===== src/core/aia_pkg.sv =====
package aia_pkg;

	// ==================================================================
	// Register map, word indices and byte offsets
	// ==================================================================
	localparam logic [6:0] OFS_ANALOG_SEL = 7'h00;
	localparam int IDX_ANALOG_SEL = 0;
	localparam int IDX_PRI_SCALE_FMT = 1;
	localparam int IDX_SEC_SCALE_FMT = 2;
	localparam int IDX_PRI_DISP_FMT = 3;
	localparam int IDX_SEC_DISP_FMT = 4;
	localparam int IDX_EXT_PPR = 5;
	localparam int IDX_FB_PPR = 6;
	localparam int IDX_AUX_PPR = 7;
	localparam int IDX_PRI_EXT_MAX = 8;
	localparam int IDX_SEC_EXT_MAX = 9;
	localparam int IDX_PRI_FB_MAX = 10;
	localparam int IDX_SEC_FB_MAX = 11;
	localparam int IDX_PRI_AUX_MAX = 12;
	localparam int IDX_SEC_AUX_MAX = 13;
	localparam int IDX_SETPOINT_ONE = 14;
	localparam int NUM_SETPOINTS = 4;
	localparam int NUM_PARAMS = 18;
	localparam int IDX_STATUS = 18;
	localparam int IDX_W = 5;
	localparam int IDX_LSB = 2;

	// ==================================================================
	// Field layout and reset values
	// ==================================================================
	localparam int SEL_W = 3;
	localparam int ADC_W = 12;
	localparam logic [15:0] PARAM_RESET = 16'h0000;
	localparam int STATUS_LOCK_LSB = 16;

	// ==================================================================
	// Analog allocation codes and forced constants
	// ==================================================================
	localparam logic [SEL_W-1:0] SEL_UNUSED = 3'h0;
	localparam logic [SEL_W-1:0] SEL_EXT_REF = 3'h1;
	localparam logic [SEL_W-1:0] SEL_FEEDBACK = 3'h2;
	localparam logic [SEL_W-1:0] SEL_AUX = 3'h3;
	localparam logic [SEL_W-1:0] SEL_SETPOINT_ONE = 3'h4;
	localparam logic [15:0] PPR_FORCED = 16'h003C;
	localparam logic [15:0] MAX_RPM_FORCED = 16'h0FFF;

	typedef enum logic [1:0] {
		BUS_IDLE,
		BUS_WRITE,
		BUS_READ
	} aia_bus_state_type;

	// Locked parameters of a frequency input replaced by the analog count.
	function automatic logic aia_locked(input int idx,
		input logic [SEL_W-1:0] sel);
		logic r;
		r = 1'b0;
		case (sel)
			SEL_EXT_REF: r = (idx == IDX_EXT_PPR) ||
				(idx == IDX_PRI_EXT_MAX) || (idx == IDX_SEC_EXT_MAX);
			SEL_FEEDBACK: r = (idx == IDX_FB_PPR) ||
				(idx == IDX_PRI_FB_MAX) || (idx == IDX_SEC_FB_MAX);
			SEL_AUX: r = (idx == IDX_AUX_PPR) ||
				(idx == IDX_PRI_AUX_MAX) || (idx == IDX_SEC_AUX_MAX);
			default: r = 1'b0;
		endcase
		return r;
	endfunction

	function automatic logic [15:0] aia_forced(input int idx);
		logic [15:0] v;
		v = MAX_RPM_FORCED;
		if ((idx >= IDX_EXT_PPR) && (idx <= IDX_AUX_PPR)) begin
			v = PPR_FORCED;
		end
		return v;
	endfunction

endpackage


===== src/core/aia_alloc.sv =====
`timescale 1ns/1ps

// Functional notes
// - Both modes may hold same scaling format.
// - Four setpoints stay separately selectable always.
// - Display and speed formats combine freely.
// - Codes 0-3: unused, ext ref, feedback, aux.
// - Codes 4-7 replace setpoints one to four.
// - Replaced input forces PULSES_PER_REV 60, max 4095.
// - Code 1 forces ext ref PULSES_PER_REV and maxima.
// - Full-scale count equals 4095 Hz input rate.
// - Code 2 forces feedback PULSES_PER_REV and maxima.
// - Forced parameters ignore operator writes.
// - Converter gives 4095 at 10 volts.
module aia_alloc
	import aia_pkg::*;
#(
	parameter int PARAM_W = 16,
	parameter int FREQ_W = 16
) (
	input wire logic clk_sys_i,
	input wire logic resetn_i,
	// AHB-Lite slave
	input wire logic hsel_i,
	input wire logic [31:0] haddr_i,
	input wire logic [1:0] htrans_i,
	input wire logic hwrite_i,
	input wire logic [2:0] hsize_i,
	input wire logic [31:0] hwdata_i,
	input wire logic hready_i,
	output logic [31:0] hrdata_o,
	output logic hreadyout_o,
	output logic hresp_o,
	// Analog converter count and measured pulse rates
	input wire logic [ADC_W-1:0] analog_count_i,
	input wire logic [FREQ_W-1:0] ext_ref_freq_i,
	input wire logic [FREQ_W-1:0] feedback_freq_i,
	input wire logic [FREQ_W-1:0] aux_freq_i,
	// Values handed to the speed calculation
	output logic [FREQ_W-1:0] ext_ref_freq_o,
	output logic [FREQ_W-1:0] feedback_freq_o,
	output logic [FREQ_W-1:0] aux_freq_o,
	output logic [PARAM_W-1:0] setpoint_one_o,
	output logic [PARAM_W-1:0] setpoint_two_o,
	output logic [PARAM_W-1:0] setpoint_three_o,
	output logic [PARAM_W-1:0] setpoint_four_o,
	output logic [PARAM_W-1:0] primary_scaling_format_o,
	output logic [PARAM_W-1:0] secondary_scaling_format_o,
	output logic [PARAM_W-1:0] primary_display_format_o,
	output logic [PARAM_W-1:0] secondary_display_format_o,
	output logic [PARAM_W-1:0] ext_ref_pulses_per_rev_o,
	output logic [PARAM_W-1:0] feedback_pulses_per_rev_o,
	output logic [PARAM_W-1:0] aux_pulses_per_rev_o,
	output logic [PARAM_W-1:0] primary_ext_ref_max_rpm_o,
	output logic [PARAM_W-1:0] secondary_ext_ref_max_rpm_o,
	output logic [PARAM_W-1:0] primary_feedback_max_rpm_o,
	output logic [PARAM_W-1:0] secondary_feedback_max_rpm_o,
	output logic [PARAM_W-1:0] primary_aux_max_rpm_o,
	output logic [PARAM_W-1:0] secondary_aux_max_rpm_o,
	output logic [SEL_W-1:0] analog_function_select_o
);

	// ==================================================================
	// Elaboration checks
	// ==================================================================
	if (PARAM_W != 16) begin : g_bad_param_w
		$error("PARAM_W must be 16.");
	end
	if ((FREQ_W <= ADC_W) || (FREQ_W > 32)) begin : g_bad_freq_w
		$error("FREQ_W must lie between 13 and 32.");
	end
	if (IDX_STATUS >= (1 << IDX_W)) begin : g_bad_idx_w
		$error("IDX_W is too narrow for the register map.");
	end

	// ==================================================================
	// Bus address and data phases
	// ==================================================================
	aia_bus_state_type state_q;
	aia_bus_state_type state_d;
	logic [IDX_W-1:0] idx_q;
	logic [31:0] hrdata_q;
	logic hreadyout_q;
	logic [IDX_W-1:0] addr_idx;
	logic accept;
	logic accept_wr;
	logic accept_rd;
	logic wr_phase;
	logic [31:0] rd_word;
	logic idx_is_param;
	logic idx_is_status;

	assign addr_idx = haddr_i[IDX_LSB +: IDX_W];
	assign accept = hsel_i && htrans_i[1] && hready_i;
	assign accept_wr = accept && hwrite_i;
	assign accept_rd = accept && !hwrite_i;
	assign wr_phase = (state_q == BUS_WRITE);

	always_comb begin
		state_d = BUS_IDLE;
		case (state_q)
			BUS_IDLE,
			BUS_WRITE: begin
				if (accept_wr) begin
					state_d = BUS_WRITE;
				end else if (accept_rd) begin
					state_d = BUS_READ;
				end else begin
					state_d = BUS_IDLE;
				end
			end
			BUS_READ: begin
				state_d = BUS_IDLE;
			end
			default: begin
				state_d = BUS_IDLE;
			end
		endcase
	end

	always_ff @(posedge clk_sys_i or negedge resetn_i) begin
		if (!resetn_i) begin
			state_q <= BUS_IDLE;
		end else begin
			state_q <= state_d;
		end
	end

	// The accepted address is kept for the data phase that follows.
	always_ff @(posedge clk_sys_i or negedge resetn_i) begin
		if (!resetn_i) begin
			idx_q <= '0;
		end else if (accept) begin
			idx_q <= addr_idx;
		end
	end

	// Reads take one wait state so that a write just before is visible.
	always_ff @(posedge clk_sys_i or negedge resetn_i) begin
		if (!resetn_i) begin
			hreadyout_q <= 1'b1;
		end else begin
			hreadyout_q <= (state_d != BUS_READ);
		end
	end

	always_ff @(posedge clk_sys_i or negedge resetn_i) begin
		if (!resetn_i) begin
			hrdata_q <= '0;
		end else if (state_q == BUS_READ) begin
			hrdata_q <= rd_word;
		end
	end

	assign hrdata_o = hrdata_q;
	assign hreadyout_o = hreadyout_q;
	// Every transfer is answered OKAY; refused writes are simply dropped.
	assign hresp_o = 1'b0;

	// ==================================================================
	// Parameter store
	// ==================================================================
	logic [PARAM_W-1:0] param_val [NUM_PARAMS];
	logic [NUM_PARAMS-1:0] lock_vec;
	logic [SEL_W-1:0] sel;

	assign sel = param_val[IDX_ANALOG_SEL][SEL_W-1:0];

	// A forced constant stays in place after the select code moves on,
	// until the operator writes that parameter again.
	// Every format, constant and setpoint has storage of its own.
	for (genvar i = 0; i < NUM_PARAMS; i++) begin : g_param
		logic wr_en;
		assign wr_en = wr_phase && (idx_q == IDX_W'(i));
		assign lock_vec[i] = aia_locked(i, sel);
		aia_param_reg #(
			.WIDTH(PARAM_W),
			.RESET_VAL(PARAM_RESET),
			.FORCED_VAL(aia_forced(i))
		) u_param (
			.clk_sys_i(clk_sys_i),
			.resetn_i(resetn_i),
			.wr_en_i(wr_en),
			.wr_data_i(hwdata_i[PARAM_W-1:0]),
			.lock_i(lock_vec[i]),
			.value_o(param_val[i])
		);
	end

	// ==================================================================
	// Register read selection
	// ==================================================================
	logic [31:0] status_word;
	logic [31-STATUS_LOCK_LSB:0] lock_low;

	// Only the first sixteen lock bits fit above the count; the last two
	// slots hold setpoints, which never lock.
	assign lock_low = lock_vec[31-STATUS_LOCK_LSB:0];
	assign idx_is_param = (idx_q < IDX_W'(NUM_PARAMS));
	assign idx_is_status = (idx_q == IDX_W'(IDX_STATUS));
	assign status_word = {
		lock_low,
		{(STATUS_LOCK_LSB - ADC_W){1'b0}},
		analog_count_i
	};
	assign rd_word = idx_is_param ?
		{{(32-PARAM_W){1'b0}}, param_val[idx_q]} :
		(idx_is_status ? status_word : 32'h0000_0000);

	// ==================================================================
	// Analog substitution
	// ==================================================================
	logic use_ext_ref;
	logic use_feedback;
	logic use_aux;
	logic [NUM_SETPOINTS-1:0] use_setpoint;
	logic [PARAM_W-1:0] setpoint_val [NUM_SETPOINTS];

	// Full-scale count stands for a 4095 Hz pulse rate.
	assign use_ext_ref = (sel == SEL_EXT_REF);
	assign use_feedback = (sel == SEL_FEEDBACK);
	assign use_aux = (sel == SEL_AUX);

	aia_substitute #(
		.WIDTH(FREQ_W),
		.ADC_WIDTH(ADC_W)
	) u_sub_ext_ref (
		.clk_sys_i(clk_sys_i),
		.resetn_i(resetn_i),
		.use_analog_i(use_ext_ref),
		.analog_i(analog_count_i),
		.normal_i(ext_ref_freq_i),
		.value_o(ext_ref_freq_o)
	);

	aia_substitute #(
		.WIDTH(FREQ_W),
		.ADC_WIDTH(ADC_W)
	) u_sub_feedback (
		.clk_sys_i(clk_sys_i),
		.resetn_i(resetn_i),
		.use_analog_i(use_feedback),
		.analog_i(analog_count_i),
		.normal_i(feedback_freq_i),
		.value_o(feedback_freq_o)
	);

	aia_substitute #(
		.WIDTH(FREQ_W),
		.ADC_WIDTH(ADC_W)
	) u_sub_aux (
		.clk_sys_i(clk_sys_i),
		.resetn_i(resetn_i),
		.use_analog_i(use_aux),
		.analog_i(analog_count_i),
		.normal_i(aux_freq_i),
		.value_o(aux_freq_o)
	);

	for (genvar s = 0; s < NUM_SETPOINTS; s++) begin : g_setpoint
		assign use_setpoint[s] =
			(sel == (SEL_SETPOINT_ONE + SEL_W'(s)));
		aia_substitute #(
			.WIDTH(PARAM_W),
			.ADC_WIDTH(ADC_W)
		) u_sub_setpoint (
			.clk_sys_i(clk_sys_i),
			.resetn_i(resetn_i),
			.use_analog_i(use_setpoint[s]),
			.analog_i(analog_count_i),
			.normal_i(param_val[IDX_SETPOINT_ONE + s]),
			.value_o(setpoint_val[s])
		);
	end

	assign setpoint_one_o = setpoint_val[0];
	assign setpoint_two_o = setpoint_val[1];
	assign setpoint_three_o = setpoint_val[2];
	assign setpoint_four_o = setpoint_val[3];

	// ==================================================================
	// Parameter outputs
	// ==================================================================
	assign primary_scaling_format_o = param_val[IDX_PRI_SCALE_FMT];
	assign secondary_scaling_format_o = param_val[IDX_SEC_SCALE_FMT];
	assign primary_display_format_o = param_val[IDX_PRI_DISP_FMT];
	assign secondary_display_format_o = param_val[IDX_SEC_DISP_FMT];
	assign ext_ref_pulses_per_rev_o = param_val[IDX_EXT_PPR];
	assign feedback_pulses_per_rev_o = param_val[IDX_FB_PPR];
	assign aux_pulses_per_rev_o = param_val[IDX_AUX_PPR];
	assign primary_ext_ref_max_rpm_o = param_val[IDX_PRI_EXT_MAX];
	assign secondary_ext_ref_max_rpm_o = param_val[IDX_SEC_EXT_MAX];
	assign primary_feedback_max_rpm_o = param_val[IDX_PRI_FB_MAX];
	assign secondary_feedback_max_rpm_o = param_val[IDX_SEC_FB_MAX];
	assign primary_aux_max_rpm_o = param_val[IDX_PRI_AUX_MAX];
	assign secondary_aux_max_rpm_o = param_val[IDX_SEC_AUX_MAX];
	assign analog_function_select_o = sel;

endmodule // aia_alloc


===== src/core/aia_param_reg.sv =====
`timescale 1ns/1ps

// ==================================================================
// One operator parameter with a lockable forced value
// ==================================================================
module aia_param_reg #(
	parameter int WIDTH = 16,
	parameter logic [WIDTH-1:0] RESET_VAL = '0,
	parameter logic [WIDTH-1:0] FORCED_VAL = '0
) (
	input wire logic clk_sys_i,
	input wire logic resetn_i,
	input wire logic wr_en_i,
	input wire logic [WIDTH-1:0] wr_data_i,
	input wire logic lock_i,
	output logic [WIDTH-1:0] value_o
);

	logic [WIDTH-1:0] value_q;
	logic [WIDTH-1:0] value_d;

	// A locked parameter keeps its forced value and ignores writes.
	assign value_d = lock_i ? FORCED_VAL :
		(wr_en_i ? wr_data_i : value_q);

	always_ff @(posedge clk_sys_i or negedge resetn_i) begin
		if (!resetn_i) begin
			value_q <= RESET_VAL;
		end else begin
			value_q <= value_d;
		end
	end

	assign value_o = value_q;

endmodule // aia_param_reg


===== src/core/aia_substitute.sv =====
`timescale 1ns/1ps

// ==================================================================
// Registered choice between a normal value and the analog count
// ==================================================================
module aia_substitute #(
	parameter int WIDTH = 16,
	parameter int ADC_WIDTH = 12
) (
	input wire logic clk_sys_i,
	input wire logic resetn_i,
	input wire logic use_analog_i,
	input wire logic [ADC_WIDTH-1:0] analog_i,
	input wire logic [WIDTH-1:0] normal_i,
	output logic [WIDTH-1:0] value_o
);

	logic [WIDTH-1:0] value_q;
	logic [WIDTH-1:0] analog_ext;

	// The count is used unscaled, zero extended.
	assign analog_ext = {{(WIDTH-ADC_WIDTH){1'b0}}, analog_i};

	always_ff @(posedge clk_sys_i or negedge resetn_i) begin
		if (!resetn_i) begin
			value_q <= '0;
		end else begin
			value_q <= use_analog_i ? analog_ext : normal_i;
		end
	end

	assign value_o = value_q;

endmodule // aia_substitute


===== config.mk =====
export PLATFORM = sky130hd
export DESIGN_NAME = aia_alloc
export DESIGN_NICKNAME = d
export VERILOG_FILES = /design/src/core/aia_pkg.sv /design/src/core/aia_alloc.sv /design/src/core/aia_param_reg.sv /design/src/core/aia_substitute.sv
export SDC_FILE = /design/constraint.sdc
export NUM_CORES = 1
export LEC_CHECK = 0
export BUFFER_PORTS_ARGS = -buffer_cell sky130_fd_sc_hd__buf_2
export CAP_MARGIN = 20
export CORE_UTILIZATION = 45
export CTS_BUF_LIST = sky130_fd_sc_hd__clkbuf_16
export DETAILED_ROUTE_END_ITERATION = 10
export PLACE_DENSITY = 0.69
export SETUP_SLACK_MARGIN = 0.4
export SYNTH_ARGS = -nofsm -noshare
export SYNTH_HDL_FRONTEND = slang
export SYNTH_HIERARCHICAL = 1
export SYNTH_SLANG_ARGS = --single-unit
export TNS_END_PERCENT = 20

===== constraint.sdc =====
create_clock -name clk_sys_i -period 5.42 [get_ports clk_sys_i]
set_clock_uncertainty 0.15 [all_clocks]
set_input_delay 1.084 -clock clk_sys_i [delete_from_list [all_inputs] [get_ports clk_sys_i]]
set_output_delay 1.084 -clock clk_sys_i [all_outputs]
set_load 0.005 [all_outputs]

==> After elaboration in Yosys (flattened, before gate mapping) <==
Index checks and enable logic that the tools add are counted.
{ "totals": {"elab_cells": 131, "out_inout_bits": 357, "regBits": 440} }
{ "op_classes": {"n_reduce_logical": 35, "eq_ne": 28, "bitwise": 1, "magnitude_cmp": 2, "muxes": 36} }
{ "ops": {"columns": ["cell", "count"], "rows": [
  ["2-to-1 mux 16 bit", 27],
  ["binary-select mux 16 bit (select 5 bit)", 1],
  ["2-to-1 mux 30 bit", 2],
  ["equality test 5 x 4 -> 1 bit, second input constant", 8],
  ["logical AND 1 bit", 22],
  ["equality test 5 x 3 -> 1 bit, second input constant", 4],
  ["nonzero test 2 bit", 9],
  ["equality test 5 bit, second input constant", 3],
  ["equality test 3 bit, second input constant", 4],
  ["equality test 5 x 2 -> 1 bit, second input constant", 2],
  ["equality test 3 x 2 -> 1 bit, second input constant", 2],
  ["greater-or-equal comparator 6 bit, second input constant", 1],
  ["2-to-1 mux 2 bit", 3],
  ["inverter 5 -> 6 bit", 1],
  ["equality test 5 x 1 -> 1 bit, second input constant", 1],
  ["zero test 5 bit", 1],
  ["less-than comparator 5 bit, second input constant", 1],
  ["equality test 3 x 1 -> 1 bit, second input constant", 1],
  ["2-to-1 mux 1 bit", 3],
  ["equality test 2 x 1 -> 1 bit, second input constant", 1],
  ["equality test 2 bit, second input constant", 1],
  ["zero test 2 bit", 1],
  ["!= test 2 bit, second input constant", 1],
  ["OR reduction 2 bit", 1],
  ["zero test 1 bit", 1]
]} }

==> Logic depth before layout (Yosys ltp) <==
Gate-level depths: netlist of the first run.
{ "logic_depth": {"depth_word": 7, "ltp_mapped": 11} }

==> Modules after synthesis <==
Netlist of the first run, hierarchy kept.
{ "modules_own_cells": {"columns": ["mod", "area_per_inst_um2", "cells_each", "instances"], "rows": [
  ["aia_param_reg (g_param[0].u_param ...)", 720.7, 53, 15],
  ["aia_substitute", 624.3, 34, 7],
  ["aia_alloc", 3781.1, 367, 1],
  ["aia_param_reg (g_param[5].u_param ...)", 665.6, 52, 3]
]} }

==> Worst setup path after synthesis of the first run <==
OpenSTA, ideal clock, no wires.
{ "synth_path": {"path_type": "register -> register", "start": "register idx_q[0]", "end": "register g_param[12].u_param.value_q[0]", "t_arrival_ns": 2.017, "path_buffers": 5, "slack_ns": 3.129, "path_stages_with_launch": 10, "synth_period_minus_slack_ns": 2.291, "cell_sequence": "dfrtp_1 -> buf_6 -> buf_12 -> buf_4 -> buf_2 -> or2_1 -> nor2_1 -> buf_6 -> and2b_2 -> a211o_2"} }
{ "synth_via": {"elab_chain_cells": 3} }
{ "synth_lines": {"columns": ["item", "line_no", "rtl"], "rows": [
  ["start: declaration", "aia_alloc.sv:81", "logic [IDX_W-1:0] idx_q;"],
  ["start signal: assignment", "aia_alloc.sv:134", "idx_q <= addr_idx;"],
  ["equality test 5 x 4 -> 1 bit", "aia_alloc.sv:174", "assign wr_en = wr_phase && (idx_q == IDX_W'(i));"],
  ["logical AND 1 bit", "aia_alloc.sv:174", null],
  ["named net g_param[12].wr_en", "aia_alloc.sv:173", "logic wr_en;"],
  ["nonzero test 2 bit (no source line)", null, null],
  ["end signal: assignment", "aia_param_reg.sv:30", "value_q <= value_d;"],
  ["end: declaration", "aia_param_reg.sv:19", "logic [WIDTH-1:0] value_q;"]
]} }
The timed path passes the listed nets, and every way through them passes these cells.
A chain may end at the register's enable or synchronous reset.

==> Final worst setup path of the first run <==
{ "layout_path": {"start": "register idx_q[0]", "end": "register g_param[8].u_param.value_q[0]"} }
{ "layout_via": {"elab_chain_cells": 3} }
{ "layout_lines": {"columns": ["item", "line_no"], "rows": [
  ["equality test 5 x 4 -> 1 bit", "aia_alloc.sv:174"],
  ["logical AND 1 bit", "aia_alloc.sv:174"],
  ["named net g_param[8].wr_en", "aia_alloc.sv:173"],
  ["nonzero test 2 bit (no source line)", null],
  ["end signal: assignment", "aia_param_reg.sv:30"],
  ["end: declaration", "aia_param_reg.sv:19"]
]} }
The timed path passes the listed nets, and every way through them passes these cells.

==> results.py, run 1 <==
metrics = {
    "pwr": {
        "ir_drop_mv": 0.230,
        "p_leak_nw": 10.8,
        "pwr-share-clk_pct": 36.6,
        "seqPwrFrac_pct": 44.7,
        "combPwrFrac_pct": 18.7,
        "netSwitchingFraction_pct": 28.9,
        "power_per_cell_area_mw_per_mm2": 345,
        "power.internal_mw": 5.96,
        "power.switching_mw": 2.42,
    },
    "setup_path": {
        "cp_num_buf_inv": 2,
        "max_stage_delay_ns": 0.76,
        "path_max_fanout": 47,
        "cpMostUsedCell": "buf_4",
        "end_kind": "flip-flop",
        "crit_required_ns": 5.74,
        "cp.arrival_ns": 3.56,
        "crit_family": "simple AND/OR/NAND/NOR gates",
        "reg2reg_slack_ns": 2.17,
        "crit_type": "reg -> reg",
        "cp-start-kind": "flip-flop",
        "slowest_stage": "dfrtp_4",
        "crit_chain": "buf_4 -> or2_1 -> nor2_2 -> buf_4 -> and2b_2 -> a211o_2",
    },
    "clock_tree": {
        "cts-hold-fix-buffers": 0,
        "cts_setup_buffers": 0,
        "tritoncts": "yes",
        "clk_pin_slew_ns": 0.06,
        "clk_latency_ns": 0.59,
        "cts-root-buf": "clkbuf_16",
        "cts-buffers-inserted": 47,
        "cts_sinks": 427,
        "cts.path.max_buffers": 3,
        "ctsResizeCount": 0,
        "cts_htree_levels": 2,
    },
    "cells_and_area": {
        "nFillCells": 3952,
        "fin_util_pct": 53.2,
        "syn_to_final_growth_pct": 16.0,
        "stdcell_count": 2576,
        "drive_gt1_share_pct": 48.3,
        "final_nets": 2072,
        "final_cell_area_sq_mm": 0.0243,
    },
    "die": {
        "core_sq_mm": 0.0457,
        "die-area_sq_mm": 0.0474,
        "rows": 78,
        "start_util_pct": 45.9,
        "io_pins": 491,
        "die_w_microns": 218,
        "die_h_microns": 218,
    },
    "routing": {
        "via_per_inst": 5.81,
        "antenna_left": 0,
        "drt-total-wl_mm": 69.7,
        "dr.pass1.iters": 5,
        "drt_first_iter_violations": 1117,
        "vias": 14961,
        "post_drt_wl_per_cell_microns": 27.0,
        "remaining_drc_errors": 0,
    },
    "synth": {
        "ys_ff_latch": 427,
        "yosys_most_used_dff": "dfrtp_1",
        "synth_top_area_share_pct": 50.9,
        "synth.most_common_cell": "dfrtp_1",
        "synth_xor_area_share_pct": 0,
        "yosys.area_share.adder_pct": 0,
        "synth_area_leaders": "dfrtp_1 (51%), and2b_2 (6.8%), mux2i_1 (6.1%)",
        "synth-simple-area-share_pct": 12.4,
        "muxShareOfSynthArea_pct": 17.8,
        "synth_cell_type_count": 42,
        "syn_area_sq_mm": 0.0210,
        "syn_avg_cell_area_sq_um": 13.5,
        "syn-instance-count": 1556,
        "async_flop_share_pct": 100,
        "ys_seq_area_share_pct": 51.0,
        "synth_top_cells_by_count": "dfrtp_1 (426), and2b_2 (163), mux2i_1 (128), nor2_1 (123), a211o_1 (102)",
        "synth_compound_area_share_pct": 11.7,
        "yosysTopAreaCell": "dfrtp_1",
        "synth-edff-count": 0,
        "ys_warn_count": 6,
        "synth_top_family_by_area": "multiplexers",
    },
    "global_route": {
        "grt_pass1_vias": 14790,
        "grt.overflow.total": 0,
        "grt_start_max_net_pins": 119,
        "grt_pass1_wl_mm": 100,
        "antenna_found_initial": 3,
        "grtUsageTotal_pct": 29.0,
    },
    "flow_run": {
        "drv_cap": 0,
    },
    "timing": {
        "rsz0062_at_grt": "false",
        "slew_violations": 0,
        "tns_ns": 0,
        "period_share_pct": 59.9,
        "worst_pin_slew_ns": 1.06,
        "min_period_ns": 3.25,
        "fmax_ghz": 0.308,
        "timing.hold.ws_ns": 0.347,
        "timing_hold_violations_final": 0,
        "max-slew-margin-rel_pct": 29.0,
        "setup-violations-final": 0,
    },
    "worst_hold_path": {
        "hp-class": "in -> async",
    },
    "placement": {
        "io_buffer_count": 435,
        "dp_hpwl_mm": 48.3,
        "dpl-instance-area_sq_mm": 0.0228,
        "post-place-cells": 2486,
        "gp_congestion": 0.864,
    },
    "run_status": {
        "status": "completed",
    },
}
-- placed cells by master (no fill, tap or decap), types with 17 or more instances in the layout --
cell type,synthesis,final
and2b_2,163,163
nor2_1,123,110
mux2_2,71,71
a211o_1,102,102
nor2b_1,61,60
buf_2,29,434
o21ai_0,18,18
mux4_2,36,36
dfrtp_1,426,424
clkbuf_16,0,47
mux2i_1,128,128
a211o_2,90,90
conb_1,1,17
mux2_4,42,42
buf_4,17,29
inv_1,2,19
-- state kept, by name (all words and copies together), names as in the netlist --
signal                             cells
g_param.u_param/value_o              288
g_setpoint.u_sub_setpoint/value_o     64
hrdata_o                              19
hreadyout_o                            1
idx_q                                  5
state_q                                2
u_sub_aux/value_o                     16
u_sub_ext_ref/value_o                 16
u_sub_feedback/value_o                16
-- power by group through the flow --
stage	clock (mW)	combinational [mW]	sequential, mW
after detailed placement	0	1.55	3.80
after global routing	3.26	1.68	3.78
after CTS	3.13	1.55	3.75
final	3.07	1.56	3.75
after global placement	0	1.52	3.78
after floorplan	0	0.855	3.69
-- per-stage QoR --
| step | power [mW] | setup slack, ns |
|---|---|---|
| 2_1_floorplan | 4.54 | 3.13 |
| 3_3_place_gp | 5.30 | 2.26 |
| 3_5_place_dp | 5.35 | 2.21 |
| 6_report | 8.38 | 2.17 |
| 5_1_grt | 8.71 | 2.06 |
| 4_1_cts | 8.43 | 2.21 |
-- area by class of cell --
class	instances	area (sq um)	share of cell area [%]
antenna	3	7.51	0.0309
clock buffer	47	1180	4.84
clock inverter	37	269	1.11
inverter	2	7.51	0.0309
multi-input combinational	990	8900	36.6
sequential	427	10700	44.0
tap	600	751	3.09
timing repair buffer	470	2510	10.3
-- worst register-to-register path: cells and delay by family, from the launching register on --
family,cells,cell delay (ns)
flops,1,0.76
buf+inv,2,0.84
compound gates,1,0.30
simple gates,3,1.09
-- final timing paths --
| check | end | from | depth (start not counted) |
|---|---|---|---|
| min | u_sub_feedback/value_o[12] | resetn_i | 1 |
| max | g_param[8].u_param/value_o[0] | idx_q[0] | 6 |
| max in group asynchronous | idx_q[1] | resetn_i | 2 |
| min in group clk_sys_i | state_q[0] | state_q[1] | 1 |
| min reg2reg | state_q[0] | state_q[1] | 1 |
| max reg2reg | g_param[8].u_param/value_o[0] | idx_q[0] | 6 |
-- logic make-up (layout without fill, tap and decap cells) --
family,count (synthesis),after routing
buf+inv,155,556
compound gates,287,287
flops,427,427
other cells,1,20
simple gates,401,401
mux,285,285
-- per-layer routing --
| metal | GRT usage (%) | part of all wire, % | up-vias |
|---|---|---|---|
| met1 | 40.0 | 42 | 7787 |
| li1 | - | - | 6357 |
| met3 | 5.56 | 7.8 | 109 |
| met4 | 11.8 | 3.7 | 0 |
| met2 | 45.0 | 46 | 708 |
| met5 | 0 | 0 | - |
No activity file was read; power rests on OpenSTA's default activity.
==> run 2: changes to the inputs <==
--- a/config.mk
+++ b/config.mk
@@ -5,6 +5,7 @@
 export SDC_FILE = /design/constraint.sdc
 export NUM_CORES = 1
 export LEC_CHECK = 0
+export ABC_AREA = 1
 export BUFFER_PORTS_ARGS = -buffer_cell sky130_fd_sc_hd__buf_2
 export CAP_MARGIN = 20
 export CORE_UTILIZATION = 45
==> constraint.sdc (replaced) <==
create_clock -name clk_sys_i -period 3 [get_ports clk_sys_i]
set_clock_uncertainty 0.15 [all_clocks]
set_input_delay 0.6 -clock clk_sys_i [delete_from_list [all_inputs] [get_ports clk_sys_i]]
set_output_delay 0.6 -clock clk_sys_i [all_outputs]
set_load 0.005 [all_outputs]
==> run 2 against run 1 <==
Global-route usage increased by 3.4 points. Register-to-register slack got worse by 1.6 ns. Die area fell by 3.4%. Utilization is 1.5 points higher. Non-clock buffer count increased by 21. Critical path type unchanged. Largest cell class unchanged. Largest power group unchanged.
==> results.py, run 2 <==
metrics = {
    "run_status": {
        "status": "completed",
    },
    "setup_path": {
        "crit_chain": "inv_1 -> nand2_1 -> nor2_1 -> nand2_1 -> nor2_1 -> buf_4 -> nand3_1 -> nand2_1",
        "cp.arrival_ns": 2.84,
        "crit_required_ns": 3.37,
        "crit_family": "simple AND/OR/NAND/NOR gates",
        "cp-start-kind": "flip-flop",
        "max_stage_delay_ns": 0.52,
        "end_kind": "flip-flop",
        "crit_type": "reg -> reg",
        "cpMostUsedCell": "nand2_1",
        "path_max_fanout": 11,
        "cp_num_buf_inv": 2,
        "slowest_stage": "nor2_1",
    },
    "synth": {
        "syn_area_sq_mm": 0.0202,
        "ys_warn_count": 6,
        "yosysTopAreaCell": "dfrtp_1",
        "synth_area_leaders": "dfrtp_1 (53%), nand2_1 (25%), a21oi_1 (5.7%)",
        "yosys_most_used_dff": "dfrtp_1",
        "muxShareOfSynthArea_pct": 0,
        "synth_cell_type_count": 26,
        "ys_ff_latch": 427,
        "synth_top_family_by_area": "simple AND/OR/NAND/NOR gates",
        "ys_seq_area_share_pct": 52.8,
        "synth_top_area_share_pct": 52.7,
        "synth-edff-count": 0,
        "synth_top_cells_by_count": "nand2_1 (1365), dfrtp_1 (426), a21oi_1 (232), nand3_1 (149), buf_6 (64)",
        "synth.most_common_cell": "nand2_1",
        "synth-simple-area-share_pct": 32.1,
        "async_flop_share_pct": 100,
        "syn_avg_cell_area_sq_um": 7.86,
        "synth_xor_area_share_pct": 0,
        "syn-instance-count": 2573,
        "synth_compound_area_share_pct": 7.40,
        "yosys.area_share.adder_pct": 0,
    },
    "die": {
        "start_util_pct": 45.7,
        "io_pins": 491,
        "core_sq_mm": 0.0443,
        "die_w_microns": 214,
        "die-area_sq_mm": 0.0458,
        "die_h_microns": 214,
        "rows": 77,
    },
    "placement": {
        "gp_congestion": 0.939,
        "dp_hpwl_mm": 54.0,
        "dpl_worst_slack_ns": 0.522,
        "io_buffer_count": 435,
    },
    "clock_tree": {
        "cts-root-buf": "clkbuf_16",
        "cts_setup_buffers": 0,
        "clk_latency_ns": 0.58,
        "clk_pin_slew_ns": 0.06,
        "cts-buffers-inserted": 47,
        "cts_sinks": 427,
        "tritoncts": "yes",
        "cts_htree_levels": 2,
        "cts.path.max_buffers": 3,
    },
    "pwr": {
        "pwr-share-clk_pct": 37.7,
        "power_per_cell_area_mw_per_mm2": 656,
        "seqPwrFrac_pct": 43.3,
        "p_leak_nw": 13.4,
        "netSwitchingFraction_pct": 31.1,
        "power.internal_mw": 11.0,
        "combPwrFrac_pct": 19.0,
        "power.switching_mw": 4.94,
        "ir_drop_mv": 0.463,
    },
    "routing": {
        "post_drt_wl_per_cell_microns": 20.8,
        "via_per_inst": 5.34,
        "dr.pass1.iters": 8,
        "remaining_drc_errors": 0,
        "drt-total-wl_mm": 75.4,
        "antenna_left": 0,
        "drt_first_iter_violations": 2055,
        "vias": 19390,
    },
    "timing": {
        "setup-violations-final": 0,
        "fmax_ghz": 0.404,
        "min_period_ns": 2.47,
        "slew_violations": 0,
        "tns_ns": 0,
        "setup_slack_ns": 0.526,
        "worst_pin_slew_ns": 0.712,
        "max-slew-margin-rel_pct": 52.5,
        "timing_hold_violations_final": 0,
        "period_share_pct": 82.5,
        "rsz0062_at_grt": "false",
    },
    "cells_and_area": {
        "drive_gt1_share_pct": 20.5,
        "largest_register_ffs": 288,
        "final_cell_mix": "nand2_1 (1365), buf_2 (434), dfrtp_1 (424)",
        "final_nets": 3137,
        "antenna_cells": 0,
        "layout_commonest_cell": "nand2_1",
        "syn_to_final_growth_pct": 19.9,
    },
    "global_route": {
        "grtUsageTotal_pct": 32.4,
        "grt.overflow.total": 0,
        "antenna_found_initial": 2,
        "grt_start_max_net_pins": 82,
        "grt_pass1_vias": 18187,
        "grt_pass1_wl_mm": 113,
    },
    "worst_hold_path": {
        "hp-class": "in -> reg",
    },
    "flow_run": {
        "drv_cap": 0,
    },
}
-- run 2: cell count changes in the layout (fill, tap and decap cells not counted), moves of 71 or more --
cell | previous run | this run
a21oi_1 | 0 | 232
a211o_1 | 102 | 0
a211o_2 | 90 | 0
nand2_1 | 11 | 1365
and2b_2 | 163 | 0
mux2i_1 | 128 | 0
mux2_2 | 71 | 0
nand3_1 | 7 | 149
-- run 2: logic make-up after synthesis --
family | after synthesis
simple gates | 1622
other cells | 1
compound gates | 290
flops | 427
buf+inv | 233
-- run 2: worst paths after layout --
path,startpoint,endpoint,slack [ns],cells after the start
setup reg to reg,state_q[1],g_param[1].u_param/value_o[14],0.53,8
setup / recovery,state_q[1],g_param[1].u_param/value_o[14],0.53,8
hold reg to reg,state_q[1],state_q[0],0.32,1
hold / removal,hwrite_i,state_q[1],0.06,2
min in group asynchronous,resetn_i,g_setpoint[3].u_sub_setpoint/value_o[7],0.48,2
max in group asynchronous,resetn_i,g_param[3].u_param/value_o[14],1.39,3
-- run 2: power by group through the flow --
| stage | clock [mW] | combinational, mW | sequential [mW] |
|---|---|---|---|
| after floorplan | 0 | 1.54 | 6.82 |
| after global placement | 0 | 2.93 | 6.95 |
| after detailed placement | 0 | 2.97 | 6.97 |
| after CTS | 6.09 | 2.98 | 6.87 |
| after global routing | 6.31 | 3.31 | 6.93 |
| final | 6.01 | 3.02 | 6.89 |
-- run 2: stage by stage --
step	utilization, %	cell area (sq um)	std cells	power (mW)	hold WS, ns
after floorplan	-	20400	2625	8.37	0.154
after global placement	51.1	22700	3545	9.88	0.300
after detailed placement	51.1	22700	3545	9.93	0.314
after CTS	54.7	24300	3632	15.9	0.0308
after global routing	54.7	24300	3632	16.5	0.0596
final	54.7	24300	3632	15.9	0.0552
-- run 2: layout make-up --
type | count | area, sq um
clock inverters | 37 | 369
clock buffers | 49 | 1230
multi-input cells | 1965 | 8240
flip-flops and latches | 427 | 10700
repair buffers | 491 | 2720
well taps | 592 | 741
fillers | 4129 | 20100
inverters | 71 | 272
-- run 2: worst reg2reg max path, stage by stage (launching register included) --
cell,delay [ns]
dfrtp_1,0.40
inv_1,0.10
nand2_1,0.16
nor2_1,0.41
nand2_1,0.19
nor2_1,0.52
buf_4,0.30
nand3_1,0.10
nand2_1,0.10
-- run 2: what timing repair did --
| action | in CTS | in global routing |
|---|---|---|
| gates resized for setup | 0 | 1 |
| hold endpoints to repair | 62 | 0 |
| setup endpoints to repair | 0 | 5 |
| hold buffers | 1 | 0 |
-- run 2: layer usage --
layer  vias to the layer above  wire [microns]  GRT usage (%)
met5                         -              12              0
met2                      1143           33900           49.9
li1                       8880               -              -
met1                      9187           29400           42.4
met3                       178            8170           8.21
met4                         2            3860           16.7
==> run 3: changes to the inputs <==
==> constraint.sdc (replaced) <==
create_clock -name clk_sys_i -period 2.4 [get_ports clk_sys_i]
set_clock_uncertainty 0.15 [all_clocks]
set_input_delay 0.48 -clock clk_sys_i [delete_from_list [all_inputs] [get_ports clk_sys_i]]
set_output_delay 0.48 -clock clk_sys_i [all_outputs]
set_load 0.005 [all_outputs]
==> run 3 against run 2 <==
First-iteration DRC count is 2.7% lower. Cell count grew 2.2%. Critical path depth increased by 3. Flip-flop and latch count unchanged. Design area up 4.5%. Sequential power is 25% higher. Hold slack got worse by 0.036 ns. Clock-buffer cell count is the same. Fmax grew 21%.
==> results.py, run 3 (synthesis results as in run 2) <==
metrics = {
    "timing": {
        "tns_ns": 0,
        "setup_slack_ns": 0.361,
        "timing.hold.ws_ns": 0.0189,
        "setup-violations-final": 0,
        "rsz0062_at_grt": "true",
        "worst_pin_slew_ns": 0.729,
        "period_share_pct": 84.9,
        "fmax_ghz": 0.491,
        "min_period_ns": 2.04,
        "slew_violations": 0,
        "max-slew-margin-rel_pct": 51.4,
        "timing_hold_violations_final": 0,
    },
    "die": {
        "die-area_sq_mm": 0.0458,
        "core_sq_mm": 0.0443,
        "die_h_microns": 214,
        "start_util_pct": 45.7,
        "die_w_microns": 214,
        "rows": 77,
        "io_pins": 491,
    },
    "pwr": {
        "power.switching_mw": 6.25,
        "combPwrFrac_pct": 20.3,
        "power_per_cell_area_mw_per_mm2": 785,
        "seqPwrFrac_pct": 43.2,
        "finalPower_mw": 19.9,
        "power.internal_mw": 13.7,
        "netSwitchingFraction_pct": 31.4,
        "ir_drop_mv": 0.427,
        "p_leak_nw": 13.9,
        "pwr-share-clk_pct": 36.5,
    },
    "setup_path": {
        "startpoint": "idx_q[0]",
        "max_stage_delay_ns": 0.56,
        "reg2reg_from": "idx_q[0]",
        "crit_type": "reg -> reg",
        "cp_num_buf_inv": 1,
        "slowest_stage": "dfrtp_4",
        "cpMostUsedCell": "nand2_1",
        "crit_family": "simple AND/OR/NAND/NOR gates",
        "cp-start-kind": "flip-flop",
        "end_kind": "flip-flop",
        "cp.arrival_ns": 2.36,
        "path_max_fanout": 35,
        "crit_required_ns": 2.72,
        "crit_chain": "buf_6 -> nand2_1 -> nand2_1 -> nand2_1 -> nand2_1 -> nand2_1 -> nand2_1 -> o21ai_2 -> nand2_1 -> nand2_1 -> nand2_1",
    },
    "worst_hold_path": {
        "hp-class": "in -> reg",
        "min_from": "ext_ref_freq_i[10]",
    },
    "clock_tree": {
        "clk_latency_ns": 0.59,
        "cts_sinks": 427,
        "cts_htree_levels": 2,
        "cts.path.max_buffers": 3,
        "clk_pin_slew_ns": 0.06,
        "cts-root-buf": "clkbuf_16",
        "cts-buffers-inserted": 47,
        "tritoncts": "yes",
    },
    "routing": {
        "dr.pass1.iters": 5,
        "drt_first_iter_violations": 2000,
        "vias": 19792,
        "post_drt_wl_per_cell_microns": 20.9,
        "via_per_inst": 5.33,
        "remaining_drc_errors": 0,
        "antenna_left": 0,
        "drt-total-wl_mm": 77.8,
    },
    "placement": {
        "dp_hpwl_mm": 54.4,
        "io_buffer_count": 435,
        "dpl-instance-area_sq_mm": 0.0229,
        "gp_congestion": 0.984,
        "dpl_worst_slack_ns": 0.239,
    },
    "global_route": {
        "antenna_found_initial": 2,
        "grtUsageTotal_pct": 33.3,
        "grt_pass1_wl_mm": 116,
        "grt.overflow.total": 0,
        "grt_start_max_net_pins": 79,
        "grt_pass1_vias": 18698,
    },
    "cells_and_area": {
        "antenna_cells": 0,
        "final_nets": 3221,
        "final_cell_area_sq_mm": 0.0253,
        "drive_gt1_share_pct": 21.4,
        "multi_input_area_sq_mm": 0.00832,
        "seq_area_sq_mm": 0.0107,
        "layout_commonest_cell": "nand2_1",
        "final_cell_mix": "nand2_1 (1360), buf_2 (434), dfrtp_1 (423)",
        "syn_to_final_growth_pct": 25.3,
        "largest_register_ffs": 288,
        "nFillCells": 4170,
    },
    "flow_run": {
        "drv_cap": 0,
    },
    "run_status": {
        "status": "completed",
    },
}
## run 3: changes by cell type in the layout (fill, tap and decap cells not counted), moves of 5 or more
| cell | previous run | this run |
|---|---|---|
| nor2_4 | 20 | 25 |
| dlygate4sd3_1 | 1 | 48 |
| nand2_2 | 10 | 15 |
| buf_4 | 46 | 52 |
| buf_12 | 9 | 30 |
| nand2_1 | 1365 | 1360 |
| o21ai_2 | 0 | 8 |
| o21ai_1 | 24 | 16 |
| buf_6 | 0 | 7 |
## run 3: what timing repair did
action,CTS,global route
buffers inserted,2,25
hold buffers,48,0
setup endpoints to repair,288,301
resized for setup,11,27
cloned,0,2
endpoints found under the hold margin,79,0
pin swaps,3,11
## run 3: per-layer routing
metal	vias up	global-route usage [%]	routed length (microns)
li1	9035	-	-
met1	9388	44.1	30700
met2	1163	53.2	36000
met3	202	6.00	7290
met4	4	15.3	3780
met5	-	0	33
## run 3: power by group through the flow
stage | clock network, mW | logic, mW | registers, mW
after floorplan | 0 | 1.93 | 8.53
after global routing | 7.62 | 4.43 | 8.66
after detailed placement | 0 | 3.76 | 8.69
final | 7.26 | 4.05 | 8.59
after CTS | 7.36 | 3.85 | 8.57
after global placement | 0 | 3.71 | 8.67
## run 3: final timing paths
kind                                                  end  slack, ns  cells past startpoint
worst max-delay path                         hrdata_o[15]       0.36                     11
max in group asynchronous                     hreadyout_o       0.97                      3
worst min register to register                 state_q[0]       0.32                      1
min in group asynchronous           u_sub_aux/value_o[15]       0.26                      2
worst max register to register               hrdata_o[15]       0.36                     11
worst min-delay path            u_sub_ext_ref/value_o[10]       0.02                      3
## run 3: worst min-delay path, stage by stage
cell	delay, ns
buf_2	0.08
nand2_1	0.04
nand2_1	0.09
## run 3: final cells by class
class	count	share of cell area, %
clock inverters	33	1.16
multi-input cells	1966	32.8
well taps	592	2.92
flip-flops and latches	427	42.2
repair buffers	574	15.0
clock buffers	49	4.84
inverters	71	1.11
## run 3: stage by stage
step / instances / util, %
after detailed placement: 3553 / 51.6
after floorplan: 2625 / -
final: 3712 / 57.2
after global placement: 3553 / 51.6
after global routing: 3712 / 57.2
after CTS: 3685 / 56.2
